## config.mk

```make
export PLATFORM = sky130hd
export DESIGN_NAME = qss_status
export DESIGN_NICKNAME = d
export VERILOG_FILES = /design/src/include/qss_pkg.sv /design/src/rtl/qss_status.sv /design/src/rtl/qss_sync.sv /design/src/rtl/qss_bitcnt.sv
export SDC_FILE = /design/constraint.sdc
export NUM_CORES = 1
export LEC_CHECK = 0
export ABC_CLOCK_PERIOD_IN_PS = 2900
export BUFFER_PORTS_ARGS = -buffer_cell sky130_fd_sc_hd__buf_2
export CAP_MARGIN = 40
export CORE_UTILIZATION = 42
export CTS_CLUSTER_DIAMETER = 60
export DETAILED_ROUTE_END_ITERATION = 7
export PLACE_DENSITY = 0.7
export SYNTH_ARGS = -nofsm -noshare
export SYNTH_HDL_FRONTEND = slang
export SYNTH_SLANG_ARGS = --single-unit
export TNS_END_PERCENT = 30
```

## constraint.sdc

```tcl
create_clock -name clk -period 2.9 [get_ports clk]
set_input_delay 0.29 -clock clk [delete_from_list [all_inputs] [get_ports clk]]
set_output_delay 0.29 -clock clk [all_outputs]
set_load 0.05 [all_outputs]
```

## src/include/qss_pkg.sv

```systemverilog
// Constants for the quad serial master status and sideband block
package qss_pkg;
  localparam logic [7:0]  QSS_OFF_SIDEBAND = 8'h0C;
  localparam logic [7:0]  QSS_OFF_STATUS   = 8'h10;
  localparam logic [7:0]  QSS_OFF_COUNTS   = 8'h14;
  localparam logic [7:0]  QSS_OFF_IEN      = 8'h18;
  localparam logic [7:0]  QSS_OFF_TRIGGER  = 8'h1C;
  localparam int          QSS_SB_HOLD_EN   = 3;
  localparam int          QSS_SB_HOLD_VAL  = 2;
  localparam int          QSS_SB_WP_EN     = 1;
  localparam int          QSS_SB_WP_VAL    = 0;
  localparam logic [3:0]  QSS_SB_RESET     = 4'h5;
  localparam int          QSS_ST_DESC_LO   = 24;
  localparam int          QSS_ST_ACTIVE    = 16;
  localparam int          QSS_ST_RX_STALL  = 15;
  localparam int          QSS_ST_RX_REQ    = 14;
  localparam int          QSS_ST_RX_EMPTY  = 13;
  localparam int          QSS_ST_RX_FULL   = 12;
  localparam int          QSS_ST_TX_STALL  = 11;
  localparam int          QSS_ST_TX_REQ    = 10;
  localparam int          QSS_ST_TX_EMPTY  = 9;
  localparam int          QSS_ST_TX_FULL   = 8;
  localparam int          QSS_ST_PROG_ERR  = 4;
  localparam int          QSS_ST_RX_ERR    = 3;
  localparam int          QSS_ST_TX_ERR    = 2;
  localparam int          QSS_ST_DMA_DONE  = 1;
  localparam int          QSS_ST_XFER_DONE = 0;
  localparam logic [15:0] QSS_WC_MASK      = 16'hCC1F;
  localparam logic [15:0] QSS_IEN_MASK     = 16'h771F;
  localparam logic [15:0] QSS_IEN_RESET    = 16'h2000;
  localparam logic [31:0] QSS_TRIG_RESET   = 32'h0000_0000;
  localparam int          QSS_BYTE_BITS    = 8;
  localparam int          QSS_CNT_W        = 16;
  typedef enum logic [2:0] {
    QSS_IDLE  = 3'b001,
    QSS_SHIFT = 3'b010,
    QSS_DONE  = 3'b100
  } qss_state_e;
endpackage

```

## src/rtl/qss_status.sv

```systemverilog
// Status, counts, interrupt enables and sideband pins of the quad serial master
`timescale 1ns/100ps
module qss_status
  import qss_pkg::*;
(
  // Clock and reset
  input  wire logic                 clk,
  input  wire logic                 rst,
  // Register port
  input  wire logic [7:0]           addr,
  input  wire logic [31:0]          wdata,
  input  wire logic                 wr,
  input  wire logic                 rd,
  output logic      [31:0]          rdata,
  // Link clock pin
  input  wire logic                 link_clk,
  // Engine controls
  input  wire logic                 start_req,
  input  wire logic                 stop_req,
  input  wire logic [15:0]          xfer_len,
  input  wire logic                 close_en,
  input  wire logic                 desc_en,
  input  wire logic                 desc_last,
  input  wire logic [3:0]           desc_idx,
  input  wire logic                 tx_dma_en,
  input  wire logic                 rx_dma_en,
  input  wire logic                 tx_dma_done,
  input  wire logic                 rx_dma_done,
  input  wire logic                 prog_err,
  // FIFO occupancy and events
  input  wire logic [QSS_CNT_W-1:0] rx_count,
  input  wire logic [QSS_CNT_W-1:0] tx_count,
  input  wire logic                 rx_full,
  input  wire logic                 tx_full,
  input  wire logic                 rx_push_try,
  input  wire logic                 tx_pop_try,
  input  wire logic                 rx_read_try,
  input  wire logic                 tx_write_try,
  // Sideband pins
  output logic                      hold_out,
  output logic                      hold_oe,
  output logic                      wp_out,
  output logic                      wp_oe,
  // Interrupt and activity
  output logic                      irq,
  output logic                      xfer_active
);
  qss_state_e  state;
  qss_state_e  next_state;
  logic [3:0]  sideband;
  logic [3:0]  next_sideband;
  logic [15:0] flags;
  logic [15:0] next_flags;
  logic [15:0] ien;
  logic [15:0] next_ien;
  logic [31:0] trig;
  logic [31:0] next_trig;
  logic [15:0] byte_cnt;
  logic [15:0] next_byte_cnt;
  logic        stop_pend;
  logic        next_stop_pend;
  logic        tx_dma_seen;
  logic        next_tx_dma_seen;
  logic        rx_dma_seen;
  logic        next_rx_dma_seen;
  logic [31:0] next_rdata;
  logic        lclk_s;
  logic        lclk_d;
  logic        lclk_rise;
  logic        byte_end;
  logic [2:0]  bit_idx;
  logic [15:0] set_ev;
  logic [15:0] clr_ev;
  logic [15:0] live;
  logic        dma_fire;
  logic        done_fire;
  logic        len_hit;
  logic        rx_empty;
  logic        tx_empty;

  function automatic logic [15:0] pick(input logic [15:0] v, input int pos);
    pick = 16'h0000;
    pick[pos] = v[pos];
  endfunction

  qss_sync #(.W(1)) u_lclk_sync (
    .clk (clk),
    .rst (rst),
    .d   (link_clk),
    .q   (lclk_s)
  );

  qss_bitcnt u_bitcnt (
    .clk       (clk),
    .rst       (rst),
    .clear     (state != QSS_SHIFT),
    .edge_tick (lclk_rise && (state == QSS_SHIFT)),
    .byte_end  (byte_end),
    .bit_idx   (bit_idx)
  );

  assign lclk_rise = lclk_s && !lclk_d;
  assign rx_empty  = (rx_count == '0);
  assign tx_empty  = (tx_count == '0);
  assign len_hit   = byte_end && (xfer_len != 16'h0000) && (byte_cnt + 16'h1 == xfer_len);

  // Transfer sequencing
  always_comb begin
    next_state       = state;
    next_byte_cnt    = byte_cnt;
    next_stop_pend   = stop_pend;
    next_tx_dma_seen = tx_dma_seen || tx_dma_done;
    next_rx_dma_seen = rx_dma_seen || rx_dma_done;
    dma_fire         = 1'b0;
    done_fire        = 1'b0;
    unique case (state)
      QSS_IDLE: begin
        next_byte_cnt    = 16'h0000;
        next_stop_pend   = 1'b0;
        next_tx_dma_seen = 1'b0;
        next_rx_dma_seen = 1'b0;
        if (start_req) begin
          next_state = QSS_SHIFT;
        end
      end
      QSS_SHIFT: begin
        if (stop_req) begin
          next_stop_pend = 1'b1;
        end
        if (byte_end) begin
          next_byte_cnt = byte_cnt + 16'h1;
        end
        // Every enabled direction must have finished
        if ((tx_dma_en || rx_dma_en) && (!tx_dma_en || next_tx_dma_seen)
            && (!rx_dma_en || next_rx_dma_seen)) begin
          dma_fire         = 1'b1;
          next_tx_dma_seen = 1'b0;
          next_rx_dma_seen = 1'b0;
          if (!desc_en || desc_last) begin
            done_fire = 1'b1;
          end
          if (close_en && (!desc_en || desc_last)) begin
            next_state = QSS_DONE;
          end
        end else if (byte_end && (stop_pend || stop_req)) begin
          done_fire  = 1'b1;
          next_state = QSS_DONE;
        end else if (!tx_dma_en && !rx_dma_en && len_hit) begin
          next_byte_cnt = 16'h0000;
          if (!desc_en || desc_last) begin
            done_fire  = 1'b1;
            next_state = QSS_DONE;
          end
        end
      end
      QSS_DONE: begin
        next_state = QSS_IDLE;
      end
      default: begin
        next_state = QSS_IDLE;
      end
    endcase
  end

  // Status flags, enables and register port
  always_comb begin
    set_ev = 16'h0000;
    set_ev[QSS_ST_RX_STALL]  = rx_push_try && rx_full;
    set_ev[QSS_ST_TX_STALL]  = tx_pop_try && tx_empty;
    set_ev[QSS_ST_RX_REQ]    = (trig[31:16] != 16'h0000) && (rx_count >= trig[31:16]);
    set_ev[QSS_ST_TX_REQ]    = (trig[15:0] != 16'h0000) && (tx_count <= trig[15:0]);
    set_ev[QSS_ST_PROG_ERR]  = prog_err;
    set_ev[QSS_ST_RX_ERR]    = rx_read_try && rx_empty;
    set_ev[QSS_ST_TX_ERR]    = tx_write_try && tx_full;
    set_ev[QSS_ST_DMA_DONE]  = dma_fire;
    set_ev[QSS_ST_XFER_DONE] = done_fire;
    clr_ev = (wr && addr == QSS_OFF_STATUS) ? (wdata[15:0] & QSS_WC_MASK) : 16'h0000;
    next_flags = ((flags & ~clr_ev) | set_ev) & QSS_WC_MASK;
    live = flags;
    live[QSS_ST_RX_EMPTY] = rx_empty;
    live[QSS_ST_RX_FULL]  = rx_full;
    live[QSS_ST_TX_EMPTY] = tx_empty && (state != QSS_IDLE || flags[QSS_ST_XFER_DONE]);
    live[QSS_ST_TX_FULL]  = tx_full;
    next_sideband = sideband;
    next_ien      = ien;
    next_trig     = trig;
    if (wr && addr == QSS_OFF_SIDEBAND) begin
      next_sideband = wdata[3:0];
    end
    if (wr && addr == QSS_OFF_IEN) begin
      next_ien = wdata[15:0] & QSS_IEN_MASK;
    end
    if (wr && addr == QSS_OFF_TRIGGER) begin
      next_trig = wdata;
    end
    next_rdata = 32'h0000_0000;
    if (rd) begin
      unique case (addr)
        QSS_OFF_SIDEBAND: next_rdata = {28'h0, sideband};
        QSS_OFF_STATUS:   next_rdata = {4'h0, desc_idx, 7'h00,
                                        state != QSS_IDLE, live};
        QSS_OFF_COUNTS:   next_rdata = {rx_count, tx_count};
        QSS_OFF_IEN:      next_rdata = {16'h0000, ien};
        QSS_OFF_TRIGGER:  next_rdata = trig;
        default:          next_rdata = 32'h0000_0000;
      endcase
    end
  end

  always_ff @(posedge clk) begin
    if (rst) begin
      state       <= QSS_IDLE;
      byte_cnt    <= 16'h0000;
      stop_pend   <= 1'b0;
      tx_dma_seen <= 1'b0;
      rx_dma_seen <= 1'b0;
      sideband    <= QSS_SB_RESET;
      flags       <= 16'h0000;
      ien         <= QSS_IEN_RESET;
      trig        <= QSS_TRIG_RESET;
      rdata       <= 32'h0000_0000;
      lclk_d      <= 1'b0;
    end else begin
      state       <= next_state;
      byte_cnt    <= next_byte_cnt;
      stop_pend   <= next_stop_pend;
      tx_dma_seen <= next_tx_dma_seen;
      rx_dma_seen <= next_rx_dma_seen;
      sideband    <= next_sideband;
      flags       <= next_flags;
      ien         <= next_ien;
      trig        <= next_trig;
      rdata       <= next_rdata;
      lclk_d      <= lclk_s;
    end
  end

  // Pins and interrupt
  assign hold_oe     = sideband[QSS_SB_HOLD_EN];
  assign hold_out    = sideband[QSS_SB_HOLD_EN] & sideband[QSS_SB_HOLD_VAL];
  assign wp_oe       = sideband[QSS_SB_WP_EN];
  assign wp_out      = sideband[QSS_SB_WP_EN] & sideband[QSS_SB_WP_VAL];
  assign irq         = |(live & ien);
  assign xfer_active = (state != QSS_IDLE);

  // Checks
  a_hold_drive: assert property (@(posedge clk) disable iff (rst)
    hold_oe == sideband[QSS_SB_HOLD_EN] && (!hold_oe || hold_out == sideband[QSS_SB_HOLD_VAL]))
    else $error("hold pin drive wrong");
  a_wp_drive: assert property (@(posedge clk) disable iff (rst)
    wp_oe == sideband[QSS_SB_WP_EN] && (!wp_oe || wp_out == sideband[QSS_SB_WP_VAL]))
    else $error("write-protect pin drive wrong");
  a_stall_sticky: assert property (@(posedge clk) disable iff (rst)
    (rx_push_try && rx_full) |=> flags[QSS_ST_RX_STALL])
    else $error("receive stall not flagged");
  a_txstall_sticky: assert property (@(posedge clk) disable iff (rst)
    (tx_pop_try && tx_empty) |=> flags[QSS_ST_TX_STALL])
    else $error("transmit stall not flagged");
  a_rx_request: assert property (@(posedge clk) disable iff (rst)
    (trig[31:16] != 16'h0 && rx_count >= trig[31:16]) |=> flags[QSS_ST_RX_REQ])
    else $error("receive request missing");
  a_tx_error: assert property (@(posedge clk) disable iff (rst)
    (tx_write_try && tx_full) |=> flags[QSS_ST_TX_ERR])
    else $error("transmit overflow missing");
  a_rx_error: assert property (@(posedge clk) disable iff (rst)
    (rx_read_try && rx_empty) |=> flags[QSS_ST_RX_ERR])
    else $error("receive underflow missing");
  a_done_pair: assert property (@(posedge clk) disable iff (rst)
    (dma_fire && close_en && (!desc_en || desc_last)) |-> done_fire)
    else $error("done flags not together");
  a_wc_keep: assert property (@(posedge clk) disable iff (rst)
    (wr && addr == QSS_OFF_STATUS && wdata[0] == 1'b0 && flags[0]) |=> flags[0])
    else $error("zero write cleared flag");
  a_irq_gate: assert property (@(posedge clk) disable iff (rst)
    (ien == 16'h0) |-> !irq)
    else $error("interrupt without enable");
endmodule // qss_status

```

## src/rtl/qss_sync.sv

```systemverilog
// Two-stage synchroniser for pin inputs
`timescale 1ns/100ps
module qss_sync #(
  parameter int W = 1
) (
  // Clock and reset
  input  wire logic         clk,
  input  wire logic         rst,
  // Data
  input  wire logic [W-1:0] d,
  output logic      [W-1:0] q
);
  logic [W-1:0] meta;
  logic [W-1:0] next_meta;
  logic [W-1:0] next_q;

  always_comb begin
    next_meta = d;
    next_q    = meta;
  end

  always_ff @(posedge clk) begin
    if (rst) begin
      meta <= '0;
      q    <= '0;
    end else begin
      meta <= next_meta;
      q    <= next_q;
    end
  end
endmodule // qss_sync

```

## src/rtl/qss_bitcnt.sv

```systemverilog
// Bit counter of the serial engine, stepped on rising link clock edges
`timescale 1ns/100ps
module qss_bitcnt
  import qss_pkg::*;
(
  // Clock and reset
  input  wire logic       clk,
  input  wire logic       rst,
  // Control
  input  wire logic       clear,
  input  wire logic       edge_tick,
  // Status
  output logic            byte_end,
  output logic [2:0]      bit_idx
);
  logic [2:0] next_bit_idx;

  always_comb begin
    byte_end     = edge_tick && (bit_idx == 3'(QSS_BYTE_BITS - 1));
    next_bit_idx = bit_idx;
    if (clear) begin
      next_bit_idx = 3'h0;
    end else if (edge_tick) begin
      next_bit_idx = bit_idx + 3'h1;
    end
  end

  always_ff @(posedge clk) begin
    if (rst) begin
      bit_idx <= 3'h0;
    end else begin
      bit_idx <= next_bit_idx;
    end
  end
endmodule // qss_bitcnt

```

==> metrics.txt <==
# TYPE chip_impl_metric gauge
chip_impl_metric{name="dr.pass1.iters",unit=""} 5
chip_impl_metric{name="timing.setup.tns",unit="ns"} 0
chip_impl_metric{name="yosys.area.top_type_share",unit=""} 0.372
chip_impl_info{name="clock_tree_from_tritoncts",value="done"} 1
chip_impl_metric{name="post_cts_hold_buffer_count",unit=""} 0
chip_impl_info{name="synth.cells.most_frequent",value="dfxtp_1 (116), nand2_1 (115), nor2_1 (62)"} 1
chip_impl_metric{name="hold_violations",unit=""} 0
chip_impl_metric{name="critical_path_required",unit="ns"} 3.22
chip_impl_metric{name="post-route-worst-setup-slack",unit="ns"} 0.160
chip_impl_metric{name="design.die.area",unit="µm²"} 15300
chip_impl_metric{name="number_of_global_route_vias_before_repair",unit=""} 5737
chip_impl_metric{name="ctsLongestPathBuffers",unit=""} 2
chip_impl_info{name="synth.most_common_cell",value="dfxtp_1"} 1
chip_impl_info{name="min-delay-path-class",value="in2reg"} 1
chip_impl_metric{name="die-height",unit="µm"} 124
chip_impl_metric{name="worst_pin_slew",unit="ns"} 0.864
chip_impl_metric{name="arrival",unit="ns"} 3.06
chip_impl_info{name="outcome",value="finished clean"} 1
chip_impl_metric{name="die-width",unit="µm"} 124
chip_impl_metric{name="grt.met3_usage",unit=""} 0.0540
chip_impl_metric{name="grt_pass1_wl",unit="µm"} 29300
chip_impl_metric{name="ys_seq_elements",unit=""} 116
chip_impl_metric{name="post_synthesis_sequential_area_ratio",unit=""} 0.372
chip_impl_metric{name="floorplan.rows",unit=""} 44
chip_impl_metric{name="antenna_cells_inserted",unit=""} 0
chip_impl_metric{name="post-route-cell-area",unit="µm²"} 8010
chip_impl_metric{name="clkSinkCount",unit=""} 116
chip_impl_metric{name="worst-path-max-fanout",unit=""} 8
chip_impl_metric{name="initial_core_util",unit=""} 0.429
chip_impl_metric{name="pre_cts_ws",unit="ns"} 0.0675
chip_impl_metric{name="placed_area",unit="µm²"} 7330
chip_impl_metric{name="synthDistinctLibCells",unit=""} 62
chip_impl_metric{name="synth_edf_count",unit=""} 0
chip_impl_metric{name="layout.nets",unit=""} 1066
chip_impl_metric{name="grt.met2_usage",unit=""} 0.398
chip_impl_metric{name="vias_per_cell",unit=""} 5.58
chip_impl_metric{name="number_of_buffers_created_by_cts",unit=""} 17
chip_impl_metric{name="synth-warning-count",unit=""} 0
chip_impl_metric{name="cts.clk_slew.worst_paths",unit="ns"} 0.06
chip_impl_metric{name="grt_start_max_net_pins",unit=""} 58
chip_impl_metric{name="initialDrtViolationCount",unit=""} 492
chip_impl_info{name="timing_worst_setup_path_type",value="reg2reg"} 1
chip_impl_metric{name="grt_overflow_total",unit=""} 0
chip_impl_metric{name="grt_util_all_layers",unit=""} 0.254
chip_impl_metric{name="syn_area",unit="µm²"} 6240
chip_impl_metric{name="max_cap_violations",unit=""} 0
chip_impl_metric{name="standard_cell_core_area",unit="µm²"} 14500
chip_impl_metric{name="finalWeightedCongestion",unit=""} 0.917
chip_impl_metric{name="report.final.slew_viol_count",unit=""} 0
chip_impl_metric{name="fmax",unit="GHz"} 0.365
chip_impl_metric{name="port-buffer-count",unit=""} 150
chip_impl_metric{name="power_density",unit="nW/µm²"} 543
chip_impl_info{name="unrepaired_setup_endpoints_after_global_routing",value="false"} 1
chip_impl_info{name="prevailing_post_synth_register_cell",value="dfxtp_1"} 1
chip_impl_metric{name="vias",unit=""} 6219
chip_impl_info{name="grt-busiest-layer",value="met2"} 1
chip_impl_info{name="critical_path.reg2reg.startpoint",value="byte_cnt[1]"} 1
chip_impl_info{name="cp-startpoint",value="byte_cnt[1]"} 1
chip_impl_metric{name="avgRoutedWirePerCell",unit="µm"} 16.6
chip_impl_metric{name="syn-instance-count",unit=""} 753
chip_impl_metric{name="power.ir.vdd_worst",unit="mV"} 0.477
chip_impl_metric{name="relSlewSlack",unit=""} 0.419
chip_impl_info{name="critical_path.endpoint_type",value="flop"} 1
chip_impl_metric{name="worst_skew_pair.late_latency",unit="ns"} 0.42
chip_impl_metric{name="totalPowerFinal",unit="mW"} 4.35
chip_impl_metric{name="gr-usage-met1",unit=""} 0.338
chip_impl_metric{name="p_leak",unit="nW"} 3.34
chip_impl_metric{name="post-route-period-util",unit=""} 0.945
chip_impl_metric{name="hpwlAfterDp",unit="µm"} 13900
chip_impl_metric{name="number_of_levels_the_h_tree_was_split_into",unit=""} 4
chip_impl_metric{name="async_reset_ff_frac",unit=""} 0
chip_impl_metric{name="synthToLayoutAreaGrowth",unit="%"} 28.5
chip_impl_info{name="setup.worst_path.start_class",value="flop"} 1
chip_impl_metric{name="drt-total-wl",unit="µm"} 18600
chip_impl_info{name="cpMaxStageDelayCell",value="o41a_1"} 1
chip_impl_metric{name="syn-mean-instance-area",unit="µm²"} 8.28
chip_impl_info{name="synth_area_leaders",value="dfxtp_1 (37%), ha_1 (7.0%), nand2_1 (6.9%)"} 1
chip_impl_metric{name="skew",unit="ns"} 0.00798
chip_impl_metric{name="postRouteAntennaNets",unit=""} 0
chip_impl_metric{name="post_route_cells_drive_above_1_share",unit=""} 0.257
chip_impl_metric{name="timing.final.crit_period",unit="ns"} 2.74
chip_impl_info{name="synth_largest_area_cell",value="dfxtp_1"} 1
chip_impl_metric{name="mappedNetlistNets",unit=""} 901
chip_impl_metric{name="post-route-drc-count",unit=""} 0
chip_impl_metric{name="io-pin-count",unit=""} 151
chip_impl_info{name="clk_root_buffer_cell",value="clkbuf_16"} 1
chip_impl_metric{name="critical-path-max-stage-delay",unit="ns"} 0.56
chip_impl_metric{name="grt_antenna_before_repair",unit=""} 0
chip_impl_info{name="crit_chain",value="ha_2, and3_2, nand4_1, xnor2_1, a2111o_1, o41a_1, a21boi_1, a21o_1"} 1
chip_impl_metric{name="setup_violation_total_in_the_final_timing_report",unit=""} 0
chip_impl_info{name="timing.hold.worst.start",value="link_clk"} 1
## cell families (layout without fill, tap and decap cells)
| logic type | count (synthesis) | count (layout) | synth area share |
|---|---|---|---|
| simple gates | 311 | 311 | 0.243 |
| mux | 31 | 31 | 0.0630 |
| compound gates | 159 | 159 | 0.169 |
| flops | 116 | 116 | 0.372 |
| xor+xnor | 23 | 23 | 0.0323 |
| fa+ha+maj | 35 | 35 | 0.0702 |
| buf+inv | 78 | 256 | 0.0498 |
## power breakdown
| group | total [mW] | leakage, nW | switching (mW) | internal, mW |
|---|---|---|---|---|
| logic | 0.354 | 2.08 | 0.203 | 0.151 |
| registers | 1.61 | 0.937 | 0.00768 | 1.61 |
| clock network | 2.38 | 0.326 | 0.759 | 1.62 |
## through the flow
| step | std cells | util | hold WS, ns |
|---|---|---|---|
| 2_1_floorplan | 753 | - | 0.407 |
| 3_3_place_gp | 1083 | 0.504 | 0.423 |
| 3_5_place_dp | 1083 | 0.504 | 0.425 |
| 4_1_cts | 1115 | 0.551 | 0.0623 |
| 5_1_grt | 1115 | 0.551 | 0.0756 |
| 6_report | 1115 | 0.551 | 0.0730 |
## state kept, by name, summed over array words and instances, names as in the netlist
name              cells
stop_pend             1
rx_dma_seen           1
lclk_d                1
flags                 9
state                 3
u_bitcnt.bit_idx      3
rdata                32
sideband              4
ien                  11
byte_cnt             16
trig                 32
u_lclk_sync.q         1
tx_dma_seen           1
u_lclk_sync.meta      1
## layout by cell type (no fill, tap or decap), types with 13 or more instances in the layout
cell,netlist,layout
nor2_1,62,62
mux2i_1,19,19
nor4_1,27,27
xnor2_1,14,14
a22oi_1,27,27
dfxtp_1,116,114
buf_2,5,150
o21ai_0,18,18
nand3_1,23,23
nor3_1,13,13
inv_1,38,38
clkbuf_16,0,17
ha_1,35,34
a21oi_1,54,54
nand2_1,115,115
buf_4,1,35
## layout make-up
class / instances / area, µm²
Clock buffer: 21 / 480
Clock inverter: 11 / 196
Fill cell: 1376 / 6520
Inverter: 39 / 146
Multi-Input combinational cell: 559 / 3620
Sequential cell: 116 / 2320
Tap cell: 184 / 230
Timing Repair Buffer: 185 / 1010
## metal layers
metal,wire length [µm],vias up
met5,0,-
met4,361,0
met3,1250,29
met2,8610,262
met1,8340,2880
li1,-,3048
## what timing repair did
item                                    CTS  global route
endpoints found under the setup margin    0             8
resized for setup                         0             4
setup buffers                             0             0
endpoints found under the hold margin     0             0
## path summary, 6_finish.rpt
kind	slack, ns	depth (start not counted)	to
setup / recovery	0.16	8	byte_cnt[12]
hold / removal	0.07	2	u_lclk_sync.meta
hold reg to reg	0.44	1	u_lclk_sync.q
setup reg to reg	0.16	8	byte_cnt[12]
## critical path, delay by kind of cell, from the launching register on
family	cells	cell delay, ns
xor gates and xnor gates	1	0.17
and+or+nand+nor	2	0.43
adders and majority gates	1	0.25
DFF	1	0.42
AOI/OAI and AO/OA	4	1.36
(Power assumes the default switching activity.)
